<file path="src/design/bclc_pkg.sv">
package bclc_pkg;
  // Register byte offsets on the AXI4-Lite port
  localparam logic [7:0] OFS_MODE = 8'h00;
  localparam logic [7:0] OFS_HIGH_LIMIT = 8'h04;
  localparam logic [7:0] OFS_LOW_LIMIT = 8'h08;
  localparam logic [7:0] OFS_HIGH_ACTION = 8'h0C;
  localparam logic [7:0] OFS_LOW_ACTION = 8'h10;
  localparam logic [7:0] OFS_HOME_VALUE = 8'h14;
  localparam logic [7:0] OFS_EMF_COUPLING = 8'h18;
  localparam logic [7:0] OFS_POLE_PAIRS = 8'h1C;
  localparam logic [7:0] OFS_COUNTER = 8'h20;
  localparam logic [7:0] OFS_REL_CMD = 8'h24;
  localparam logic [7:0] OFS_TARGET = 8'h28;
  localparam logic [7:0] OFS_STATUS = 8'h2C;
  localparam logic [7:0] OFS_CONTROL = 8'h30;
  // Field positions
  localparam int MODE_LSB = 0;
  localparam int SENSOR_LSB = 8;
  localparam int ST_HIGH = 0;
  localparam int ST_LOW = 1;
  localparam int ST_SEARCH = 2;
  localparam int CTL_HOME = 0;
  // Reset values
  localparam logic [31:0] RST_HIGH_LIMIT = 32'h00004E20;
  localparam logic [31:0] RST_LOW_LIMIT = 32'hFFFFB1E0;
  localparam logic [31:0] RST_HOME_VALUE = 32'h00000000;
  localparam logic [31:0] RST_EMF_COUPLING = 32'h00000000;
  localparam logic [7:0] RST_ACTION = 8'h00;
  localparam logic [7:0] RST_POLE_PAIRS = 8'h02;
  // Relative command span: +span maps to high limit, -span to low limit
  localparam logic [31:0] REL_SPAN = 32'h000003E8;
  localparam logic [31:0] REL_MIN = 32'hFFFFFC18;
  // Commutation modes
  localparam logic [1:0] MODE_TRAP = 2'h0;
  localparam logic [1:0] MODE_SINE = 2'h1;
  localparam logic [1:0] MODE_SENSORLESS = 2'h2;
  localparam logic [1:0] MODE_ACIND = 2'h3;
  // Rotor sensors used in sinusoidal mode
  localparam logic [2:0] SNS_ENC = 3'h0;
  localparam logic [2:0] SNS_HALL_ENC = 3'h2;
  // Limit action codes
  localparam logic [3:0] ACT_NONE = 4'h0;
  localparam logic [3:0] ACT_HOME = 4'h8;
  // AXI responses
  localparam logic [1:0] RESP_OKAY = 2'h0;
  localparam logic [1:0] RESP_SLVERR = 2'h2;

  // Upper nibble of an action byte: 1, 2 or 3 names motor one, two or three
  function automatic logic [2:0] motor_mask(input logic [3:0] sel);
    case (sel)
      4'h1: motor_mask = 3'h1;
      4'h2: motor_mask = 3'h2;
      4'h3: motor_mask = 3'h4;
      default: motor_mask = 3'h0;
    endcase
  endfunction
endpackage

</file>
<file path="src/design/bclc_limit_watch.sv">
`timescale 1ns/10ps
`default_nettype none
module bclc_limit_watch #(
  parameter bit ABOVE = 1'b1 // 1 watches rising past limit, 0 falling below
) (
  input wire logic clk, // System clock
  input wire logic rst, // Synchronous reset
  input wire logic ce, // Clock enable
  input wire logic [31:0] count, // Signed position counter
  input wire logic [31:0] limit, // Signed limit
  input wire logic [7:0] action, // Action code and motor selection
  output logic stb, // One-cycle action pulse
  output logic [3:0] code, // Action code of the pulse
  output logic [2:0] motors // Motors the action applies to
);
  import bclc_pkg::*;

  typedef struct packed {
    logic prev; // Counter was beyond limit last cycle
    logic stb;
    logic [3:0] code;
    logic [2:0] motors;
  } bclc_lw_s;

  bclc_lw_s st_ff;
  bclc_lw_s nxt_st;
  logic hit;

  // Fire once per crossing so a parked counter does not retrigger
  always_comb begin
    nxt_st = st_ff;
    hit = ABOVE ? ($signed(count) > $signed(limit)) : ($signed(count) < $signed(limit));
    nxt_st.prev = hit;
    nxt_st.stb = hit && !st_ff.prev && (action[3:0] != ACT_NONE)
      && (action[3:0] <= ACT_HOME);
    if (nxt_st.stb) begin
      nxt_st.code = action[3:0];
      nxt_st.motors = motor_mask(action[7:4]);
    end
  end

  // State register
  always_ff @(posedge clk) begin
    if (rst) begin
      st_ff <= '0;
    end else if (ce) begin
      st_ff <= nxt_st;
    end
  end

  assign stb = st_ff.stb;
  assign code = st_ff.code;
  assign motors = st_ff.motors;
endmodule
`default_nettype wire

</file>
<file path="src/design/bclc_pos_scaler.sv">
`timescale 1ns/10ps
`default_nettype none
module bclc_pos_scaler (
  input wire logic clk, // System clock
  input wire logic rst, // Synchronous reset
  input wire logic ce, // Clock enable
  input wire logic [31:0] cmd, // Signed relative command
  input wire logic [31:0] high, // Signed high limit
  input wire logic [31:0] low, // Signed low limit
  output logic [31:0] target // Signed position target
);
  import bclc_pkg::*;

  typedef struct packed {
    logic [31:0] target;
  } bclc_ps_s;

  localparam logic signed [44:0] DIV = 45'(2 * REL_SPAN);

  bclc_ps_s st_ff;
  bclc_ps_s nxt_st;
  logic signed [31:0] c;
  logic signed [11:0] off;
  logic signed [32:0] span;
  logic signed [44:0] prod;
  logic signed [44:0] q;

  // Clamp the command, then interpolate across the travel range
  always_comb begin
    nxt_st = st_ff;
    if ($signed(cmd) > $signed(REL_SPAN)) begin
      c = $signed(REL_SPAN);
    end else if ($signed(cmd) < $signed(REL_MIN)) begin
      c = $signed(REL_MIN);
    end else begin
      c = $signed(cmd);
    end
    off = $signed(12'(c + $signed(REL_SPAN)));
    span = $signed({high[31], high}) - $signed({low[31], low});
    prod = span * off;
    // Division by a constant keeps this one cycle at the cost of area
    q = prod / DIV;
    nxt_st.target = low + q[31:0];
  end

  // State register
  always_ff @(posedge clk) begin
    if (rst) begin
      st_ff <= '0;
    end else if (ce) begin
      st_ff <= nxt_st;
    end
  end

  assign target = st_ff.target;
endmodule
`default_nettype wire

</file>
<file path="src/design/bclc_top.sv">
// Our own choices: the register offsets and the AXI4-Lite slave port.
`timescale 1ns/10ps
`default_nettype none
module bclc_top (
  input wire logic clk, // System clock, 250 MHz
  input wire logic rst, // Synchronous reset, active high
  input wire logic ce, // Clock enable, freezes all state when low
  input wire logic [7:0] s_axi_awaddr, // Write address
  input wire logic s_axi_awvalid, // Write address valid
  output logic s_axi_awready, // Write address ready
  input wire logic [31:0] s_axi_wdata, // Write data
  input wire logic [3:0] s_axi_wstrb, // Write byte strobes
  input wire logic s_axi_wvalid, // Write data valid
  output logic s_axi_wready, // Write data ready
  output logic [1:0] s_axi_bresp, // Write response
  output logic s_axi_bvalid, // Write response valid
  input wire logic s_axi_bready, // Write response ready
  input wire logic [7:0] s_axi_araddr, // Read address
  input wire logic s_axi_arvalid, // Read address valid
  output logic s_axi_arready, // Read address ready
  output logic [31:0] s_axi_rdata, // Read data
  output logic [1:0] s_axi_rresp, // Read response
  output logic s_axi_rvalid, // Read data valid
  input wire logic s_axi_rready, // Read data ready
  input wire logic hall_step, // One hall transition, same clock
  input wire logic hall_dir, // Transition direction, 1 forward
  input wire logic home_switch, // Home switch pin, asynchronous
  input wire logic ref_search_done, // Reference search finished
  output logic high_act_stb, // High limit action pulse
  output logic [3:0] high_act_code, // High limit action code
  output logic [2:0] high_act_motors, // High limit motor mask
  output logic low_act_stb, // Low limit action pulse
  output logic [3:0] low_act_code, // Low limit action code
  output logic [2:0] low_act_motors, // Low limit motor mask
  output logic [1:0] commutation_mode, // Selected commutation mode
  output logic [2:0] rotor_sensor_select, // Selected rotor sensor
  output logic [31:0] emf_coupling_constant, // Applied coupling, 0 unless sensorless
  output logic speed_invert, // Measured speed polarity inverted
  output logic ref_search_req, // Rotor reference search requested
  output logic [31:0] position_target // Scaled position target
);
  import bclc_pkg::*;

  typedef enum logic [1:0] {
    SRCH_IDLE = 2'b01,
    SRCH_BUSY = 2'b10
  } bclc_srch_e;

  typedef struct packed {
    logic aw_rdy; // Write address slot free
    logic aw_got; // Write address held
    logic [7:0] aw_addr;
    logic w_rdy; // Write data slot free
    logic w_got; // Write data held
    logic [31:0] wdata;
    logic [3:0] wstrb;
    logic bvalid;
    logic [1:0] bresp;
    logic ar_rdy;
    logic rvalid;
    logic [31:0] rdata;
    logic [1:0] rresp;
    logic [1:0] mode;
    logic [2:0] sensor;
    logic [31:0] hi;
    logic [31:0] lo;
    logic [31:0] home;
    logic [31:0] emf;
    logic [31:0] cnt;
    logic [31:0] rel;
    logic [7:0] hact;
    logic [7:0] lact;
    logic [7:0] poles;
    logic [1:0] sticky; // Limit actions fired, write one to clear
    bclc_srch_e srch;
    logic [31:0] emf_out;
    logic spd_inv;
    logic home_cmd; // Software home request, one cycle
    logic [2:0] sync; // Home switch synchroniser
    logic home_filt; // Settled home switch level
  } bclc_top_s;

  localparam bclc_top_s ST_RST = '{
    aw_rdy: 1'b1, w_rdy: 1'b1, ar_rdy: 1'b1,
    hi: RST_HIGH_LIMIT, lo: RST_LOW_LIMIT,
    home: RST_HOME_VALUE, emf: RST_EMF_COUPLING,
    hact: RST_ACTION, lact: RST_ACTION, poles: RST_POLE_PAIRS,
    mode: MODE_TRAP, sensor: SNS_ENC, srch: SRCH_IDLE,
    default: '0
  };

  bclc_top_s st_ff;
  bclc_top_s nxt_st;
  logic hi_stb;
  logic [3:0] hi_code;
  logic lo_stb;
  logic [3:0] lo_code;
  logic wr;
  logic [31:0] wv;
  logic cnt_wr;
  logic home_evt;
  logic srch_start;

  // Byte-lane merge of a write into the old register value
  function automatic logic [31:0] merge(input logic [31:0] old, input logic [31:0] d,
                                        input logic [3:0] s);
    for (int i = 0; i < 4; i++) begin
      merge[i*8 +: 8] = s[i] ? d[i*8 +: 8] : old[i*8 +: 8];
    end
  endfunction

  // High limit watcher
  bclc_limit_watch #(
    .ABOVE(1'b1)
  ) u_high (
    .clk(clk),
    .rst(rst),
    .ce(ce),
    .count(st_ff.cnt),
    .limit(st_ff.hi),
    .action(st_ff.hact),
    .stb(hi_stb),
    .code(hi_code),
    .motors(high_act_motors)
  );

  // Low limit watcher, same action encoding
  bclc_limit_watch #(
    .ABOVE(1'b0)
  ) u_low (
    .clk(clk),
    .rst(rst),
    .ce(ce),
    .count(st_ff.cnt),
    .limit(st_ff.lo),
    .action(st_ff.lact),
    .stb(lo_stb),
    .code(lo_code),
    .motors(low_act_motors)
  );

  // Relative command onto the travel range
  bclc_pos_scaler u_scale (
    .clk(clk),
    .rst(rst),
    .ce(ce),
    .cmd(st_ff.rel),
    .high(st_ff.hi),
    .low(st_ff.lo),
    .target(position_target)
  );

  // Bus slave, register file and counter
  always_comb begin
    nxt_st = st_ff;
    cnt_wr = 1'b0;
    srch_start = 1'b0;
    home_evt = 1'b0;
    // Address and data are taken independently, in either order
    if (s_axi_awvalid && st_ff.aw_rdy) begin
      nxt_st.aw_got = 1'b1;
      nxt_st.aw_addr = s_axi_awaddr;
    end
    if (s_axi_wvalid && st_ff.w_rdy) begin
      nxt_st.w_got = 1'b1;
      nxt_st.wdata = s_axi_wdata;
      nxt_st.wstrb = s_axi_wstrb;
    end
    if (st_ff.bvalid && s_axi_bready) begin
      nxt_st.bvalid = 1'b0;
    end
    nxt_st.home_cmd = 1'b0;
    wr = st_ff.aw_got && st_ff.w_got && !st_ff.bvalid;
    wv = '0;
    if (wr) begin
      nxt_st.aw_got = 1'b0;
      nxt_st.w_got = 1'b0;
      nxt_st.bvalid = 1'b1;
      nxt_st.bresp = RESP_OKAY;
      case (st_ff.aw_addr)
        OFS_MODE: begin
          wv = merge({21'h0, st_ff.sensor, 6'h0, st_ff.mode}, st_ff.wdata, st_ff.wstrb);
          nxt_st.mode = wv[MODE_LSB +: 2];
          nxt_st.sensor = wv[SENSOR_LSB +: 3];
          // Entering sine mode on an encoder needs the rotor angle first
          srch_start = (nxt_st.mode == MODE_SINE) && (st_ff.mode != MODE_SINE)
            && (nxt_st.sensor == SNS_ENC || nxt_st.sensor == SNS_HALL_ENC);
        end
        OFS_HIGH_LIMIT: nxt_st.hi = merge(st_ff.hi, st_ff.wdata, st_ff.wstrb);
        OFS_LOW_LIMIT: nxt_st.lo = merge(st_ff.lo, st_ff.wdata, st_ff.wstrb);
        OFS_HIGH_ACTION: begin
          if (st_ff.wstrb[0]) begin
            nxt_st.hact = st_ff.wdata[7:0];
          end
        end
        OFS_LOW_ACTION: begin
          if (st_ff.wstrb[0]) begin
            nxt_st.lact = st_ff.wdata[7:0];
          end
        end
        OFS_HOME_VALUE: nxt_st.home = merge(st_ff.home, st_ff.wdata, st_ff.wstrb);
        OFS_EMF_COUPLING: nxt_st.emf = merge(st_ff.emf, st_ff.wdata, st_ff.wstrb);
        OFS_POLE_PAIRS: begin
          if (st_ff.wstrb[0]) begin
            nxt_st.poles = st_ff.wdata[7:0];
          end
        end
        OFS_COUNTER: begin
          // Safe only in open loop; the host keeps to that
          nxt_st.cnt = merge(st_ff.cnt, st_ff.wdata, st_ff.wstrb);
          cnt_wr = 1'b1;
        end
        OFS_REL_CMD: nxt_st.rel = merge(st_ff.rel, st_ff.wdata, st_ff.wstrb);
        OFS_STATUS: begin
          if (st_ff.wstrb[0]) begin
            nxt_st.sticky = st_ff.sticky & ~st_ff.wdata[1:0];
          end
        end
        OFS_CONTROL: nxt_st.home_cmd = st_ff.wstrb[0] && st_ff.wdata[CTL_HOME];
        OFS_TARGET: nxt_st.bresp = RESP_SLVERR;
        default: nxt_st.bresp = RESP_SLVERR;
      endcase
    end
    // Read channel, data registered one cycle after the address
    if (st_ff.rvalid && s_axi_rready) begin
      nxt_st.rvalid = 1'b0;
    end
    if (s_axi_arvalid && st_ff.ar_rdy) begin
      nxt_st.rvalid = 1'b1;
      nxt_st.rresp = RESP_OKAY;
      case (s_axi_araddr)
        OFS_MODE: nxt_st.rdata = {21'h0, st_ff.sensor, 6'h0, st_ff.mode};
        OFS_HIGH_LIMIT: nxt_st.rdata = st_ff.hi;
        OFS_LOW_LIMIT: nxt_st.rdata = st_ff.lo;
        OFS_HIGH_ACTION: nxt_st.rdata = {24'h0, st_ff.hact};
        OFS_LOW_ACTION: nxt_st.rdata = {24'h0, st_ff.lact};
        OFS_HOME_VALUE: nxt_st.rdata = st_ff.home;
        OFS_EMF_COUPLING: nxt_st.rdata = st_ff.emf;
        OFS_POLE_PAIRS: nxt_st.rdata = {24'h0, st_ff.poles};
        OFS_COUNTER: nxt_st.rdata = st_ff.cnt;
        OFS_REL_CMD: nxt_st.rdata = st_ff.rel;
        OFS_TARGET: nxt_st.rdata = position_target;
        OFS_STATUS: nxt_st.rdata = {29'h0, st_ff.srch == SRCH_BUSY, st_ff.sticky};
        OFS_CONTROL: nxt_st.rdata = '0;
        default: begin
          nxt_st.rdata = '0;
          nxt_st.rresp = RESP_SLVERR;
        end
      endcase
    end
    // Home switch: first stage feeds only the second
    nxt_st.sync = {st_ff.sync[1:0], home_switch};
    if (st_ff.sync[1] == st_ff.sync[2]) begin
      nxt_st.home_filt = st_ff.sync[2];
    end
    // Switch edge, software command, or a limit action asking for home
    home_evt = (nxt_st.home_filt && !st_ff.home_filt) || st_ff.home_cmd
      || (hi_stb && hi_code == ACT_HOME) || (lo_stb && lo_code == ACT_HOME);
    // Home load beats a software write, which beats a hall step
    if (home_evt) begin
      nxt_st.cnt = st_ff.home;
    end else if (!cnt_wr && hall_step) begin
      if (hall_dir ^ st_ff.poles[7]) begin
        nxt_st.cnt = st_ff.cnt + 32'h00000001;
      end else begin
        nxt_st.cnt = st_ff.cnt - 32'h00000001;
      end
    end
    // Hardware set wins over a same-cycle clear
    if (hi_stb) begin
      nxt_st.sticky[ST_HIGH] = 1'b1;
    end
    if (lo_stb) begin
      nxt_st.sticky[ST_LOW] = 1'b1;
    end
    // Reference search runs until commutation reports done
    case (st_ff.srch)
      SRCH_IDLE: begin
        if (srch_start) begin
          nxt_st.srch = SRCH_BUSY;
        end
      end
      SRCH_BUSY: begin
        if (ref_search_done) begin
          nxt_st.srch = SRCH_IDLE;
        end
      end
      default: nxt_st.srch = SRCH_IDLE;
    endcase
    nxt_st.emf_out = (nxt_st.mode == MODE_SENSORLESS) ? nxt_st.emf : '0;
    nxt_st.spd_inv = nxt_st.poles[7];
    // Ready flags: one outstanding write and one read at a time
    nxt_st.aw_rdy = !nxt_st.aw_got && !nxt_st.bvalid;
    nxt_st.w_rdy = !nxt_st.w_got && !nxt_st.bvalid;
    nxt_st.ar_rdy = !nxt_st.rvalid;
  end

  // State register; reset acts even with the clock enable low
  always_ff @(posedge clk) begin
    if (rst) begin
      st_ff <= ST_RST;
    end else if (ce) begin
      st_ff <= nxt_st;
    end
  end

  assign s_axi_awready = st_ff.aw_rdy;
  assign s_axi_wready = st_ff.w_rdy;
  assign s_axi_bvalid = st_ff.bvalid;
  assign s_axi_bresp = st_ff.bresp;
  assign s_axi_arready = st_ff.ar_rdy;
  assign s_axi_rvalid = st_ff.rvalid;
  assign s_axi_rdata = st_ff.rdata;
  assign s_axi_rresp = st_ff.rresp;
  assign high_act_stb = hi_stb;
  assign high_act_code = hi_code;
  assign low_act_stb = lo_stb;
  assign low_act_code = lo_code;
  assign commutation_mode = st_ff.mode;
  assign rotor_sensor_select = st_ff.sensor;
  assign emf_coupling_constant = st_ff.emf_out;
  assign speed_invert = st_ff.spd_inv;
  assign ref_search_req = st_ff.srch[1];
endmodule
`default_nettype wire
</file>
<file path="config.mk">
export PLATFORM = sky130hd
export DESIGN_NAME = bclc_top
export DESIGN_NICKNAME = d
export VERILOG_FILES = /design/src/design/bclc_pkg.sv /design/src/design/bclc_limit_watch.sv /design/src/design/bclc_pos_scaler.sv /design/src/design/bclc_top.sv
export SDC_FILE = /design/constraint.sdc
export NUM_CORES = 2
export LEC_CHECK = 0
export BUFFER_PORTS_ARGS = -buffer_cell sky130_fd_sc_hd__buf_2
export CELL_PAD_IN_SITES_DETAIL_PLACEMENT = 1
export CELL_PAD_IN_SITES_GLOBAL_PLACEMENT = 1
export CORE_MARGIN = 8
export CORE_UTILIZATION = 35
export CTS_BUF_LIST = sky130_fd_sc_hd__clkbuf_4 sky130_fd_sc_hd__clkbuf_8 sky130_fd_sc_hd__clkbuf_16
export DETAILED_ROUTE_END_ITERATION = 10
export HOLD_SLACK_MARGIN = 0.1
export PLACE_DENSITY_LB_ADDON = 0.1
export SKIP_LAST_GASP = 1
export SYNTH_ARGS = -nofsm -noshare
export SYNTH_HDL_FRONTEND = slang
export SYNTH_HIERARCHICAL = 1
export SYNTH_SLANG_ARGS = --single-unit
export TNS_END_PERCENT = 30
</file>
<file path="constraint.sdc">
create_clock -name clk -period 50.6 [get_ports clk]
set_input_delay 10.12 -clock clk [delete_from_list [all_inputs] [get_ports clk]]
set_output_delay 10.12 -clock clk [all_outputs]
set_load 0.02 [all_outputs]
</file>
==> run_results.csv <==
group,metric,value,unit
detailed_routing,dr.pass1.iters,6,
power,p_clk_frac,0.144,
power,power_frac_seq,0.150,
power,leakagePower,21.53,nW
sta,setup-violations-final,0,
sta,worst_slew_pin_slew,1.270,ns
detailed_routing,wl_met2,92.97,mm
floorplanning,ioPinCount,192,
grt,grt_antenna_before_repair,6,
yosys,yosys.area.top_type_share,0.1574,
final_layout,layout.nets,7018,
floorplanning,die-width,395.9,um
floorplanning,fp.dieH,395.9,um
yosys,syn_area_per_cell,7.781,sq um
clocking,clkSinkCount,397,
power,finalPower,0.002402,W
clocking,h-tree-depth,2,
final_layout,num-fill-cells,17400,
sta,slew_violations,0,
grt,first_global_vias,49480,
detailed_routing,vias_per_cell,5.871,
place,gp_congestion,0.8846,
final_layout,final_area,0.05453,sq mm
final_layout,regArea,0.007948,sq mm
sta,finalCritPeriodShare,0.9344,
clocking,cts-hold-fix-buffers,0,
final_layout,finalNonFillerCells,8318,
power,max-vdd-ir-drop,0.1624,mV
setup_path,start_kind,"flop",
setup_path,cp_slowest_cell,"o31ai_1",
power,power-per-cell-area,44.06,mW/mm^2
floorplanning,core_area,0.1435,sq mm
yosys,ys_types,168,
sta,hold_viol_final,0,
detailed_routing,wirelength,205.4,mm
power,pwr-share-comb,0.706,
setup_path,critPathArrivalTime,47.79,ns
yosys,netlist_area,0.05050,sq mm
detailed_routing,drc,0,
grt,grt_max_degree,164,
grt,grt_pass1_wl,313.1,mm
detailed_routing,wl_per_cell,24.69,um
yosys,ys_warn_count,6,
detailed_routing,drt_iter0_markers,3423,
sta,fin_hold_ws,0.4516,ns
clocking,cts_tree,"yes",
place,place_area,0.05235,sq mm
power,p_sw,0.001304,W
min_path,min_path_type,"flop to flop",
yosys,synth_seq_cells,397,
setup_path,crit_path_max_fanout,20,
detailed_routing,routed.top_layer,"met4",
place,dp_hpwl,162.7,mm
yosys,ys_seq_area_frac,0.1574,
place,dpl.cell_count,8214,
yosys,synthCells,6490,
detailed_routing,wl_met3,9.494,mm
sta,relSlewSlack,0.1472,
flow_run,drv_cap,0,
clocking,insertion_delay,0.62,ns
yosys,ys.flop_type,"dfxtp_1",
clocking,clk_path_buf_depth,3,
final_layout,multi_input_area,0.03881,sq mm
power,swShare,0.5429,
final_layout,drive_above_1_share,0.1124,
outcome,status,"finished, final reports clean",
sta,fin_crit,47.28,ns
detailed_routing,wl_met1,97.84,mm
detailed_routing,antenna_left,0,
clocking,cts_buffers,45,
setup_path,critPathCaptureType,"flop",
yosys,synth_largest_area_cell,"dfxtp_1",
floorplanning,die-area,0.1567,sq mm
detailed_routing,vias,48840,
floorplanning,rows,139,
yosys,yosys.cell_count.top_type,"nand2_1",
yosys,synthTopCellsByArea,"dfxtp_1, fa_1, nand2_1, ha_1, a21oi_1",
power,intPower,0.001098,W
place,numPortBuffers,189,
sta,max_freq,0.02115,GHz
final_layout,synthToLayoutAreaGrowth,7.973,%
setup_path,path_class,"flop to flop",
floorplanning,initial_utilization,0.3520,
yosys,ys_top_cells_by_count,"nand2_1, nor2_1, inv_1, a21oi_1, dfxtp_1",
yosys,synthArstFlopShare,0,
setup_path,cp_slowest_stage_delay,0.90,ns
grt,grt.overflow.total,0,
yosys,synth-edff-count,0,
sta,finClkSkew,0.03029,ns
clocking,clk_pin_slew,0.06,ns
grt,grt_usage,0.2497,
setup_path,cp_data_required_time,51.11,ns
clocking,cts_root_buf,"clkbuf_16",
setup_path,cp_common_cell,"a21oi_1",
metrics by stage:
| stage | setup slack (ns) | TNS (ns) | util |
|---|---|---|---|
| floorplan | 9.958 | 0 | - |
| global placement | 1.304 | 0 | 0.3649 |
| detailed placement | 0.07237 | 0 | 0.3649 |
| CTS | 0.1899 | 0 | 0.3757 |
| global route | -0.03733 | -0.03733 | 0.3800 |
| finish | 3.320 | 0 | 0.3800 |
power groups by stage:
stage               registers, W  clock network (W)  logic [W]
finish                  0.000360           0.000346    0.00170
global route            0.000360           0.000365    0.00185
CTS                     0.000360           0.000354    0.00168
detailed placement      0.000367                  0    0.00167
global placement        0.000367                  0    0.00165
floorplan               0.000355                  0    0.00128
placed cells by master (no fill, tap or decap), types with 105 or more instances in the layout:
cell type,count
nand2_1,815
inv_1,523
dfxtp_1,397
buf_2,187
nand3_1,172
and2_1,105
fa_1,350
o21ai_0,193
nor3_1,120
buf_4,113
a21oi_1,486
mux2i_1,163
nor2_1,516
xnor2_1,223
ha_1,222
final cells by class:
type / instances / area share
Multi-Input combinational cell: 5100 / 0.7117
Sequential cell: 397 / 0.1458
Tap cell: 1903 / 0.04367
Inverter: 533 / 0.03669
Timing Repair Buffer: 304 / 0.03394
Clock buffer: 64 / 0.02487
Clock inverter: 16 / 0.003304
Antenna cell: 1 / 0.00004589
worst paths after layout:
kind	start	slack (ns)	depth (start not counted)	to
worst min-delay path	st_ff[340]	0.45	2	st_ff[340]
worst max-delay path	st_ff[195]	3.32	170	u_scale/target[31]
worst max register to register	st_ff[195]	3.32	170	u_scale/target[31]
worst min register to register	st_ff[340]	0.45	2	st_ff[340]
per-layer routing:
metal,track usage,up-vias
li1,-,22680
met4,0.05582,0
met3,0.02633,220
met5,0,-
met1,0.3549,24810
met2,0.4076,1124
what timing repair did:
action / 4_1_cts / 5_1_grt
cloned: 0 / 0
setup buffers: 0 / 23
resized for setup: 1 / 79
setup endpoints to repair: 1 / 20
pin swaps: 0 / 11
worst max-delay path: cells and delay by family (launching register included):
kind / cells / cell delay, ns
compound gates: 114 / 30.08
xor+xnor: 9 / 2.21
fa+ha+maj: 9 / 4.12
buf+inv: 6 / 1.24
flops: 1 / 0.50
mux: 5 / 2.05
simple gates: 27 / 6.90
state kept, by name (all words and copies together), names as in the netlist, 2 cells and up, named ones only:
signal and cells:
st_ff 268, emf_coupling_constant 32, s_axi_rdata 32, u_scale/target 32
u_high/code 4, u_low/code 4, u_high/motors 3, u_low/motors 3
commutation_mode 2, nxt_st 2, rotor_sensor_select 2
kinds of logic (layout without fill, tap and decap cells):
family | count (synthesis) | in the layout | synth area share
simple gates | 2258 | 2258 | 0.2159
compound gates | 1732 | 1732 | 0.2455
buf+inv | 994 | 917 | 0.08624
fa+ha+maj | 585 | 585 | 0.1964
flops | 397 | 397 | 0.1574
xor+xnor | 323 | 323 | 0.05763
mux | 200 | 200 | 0.04086
other cells | 1 | 3 | 0.00007426
(Power assumes the default switching activity.)
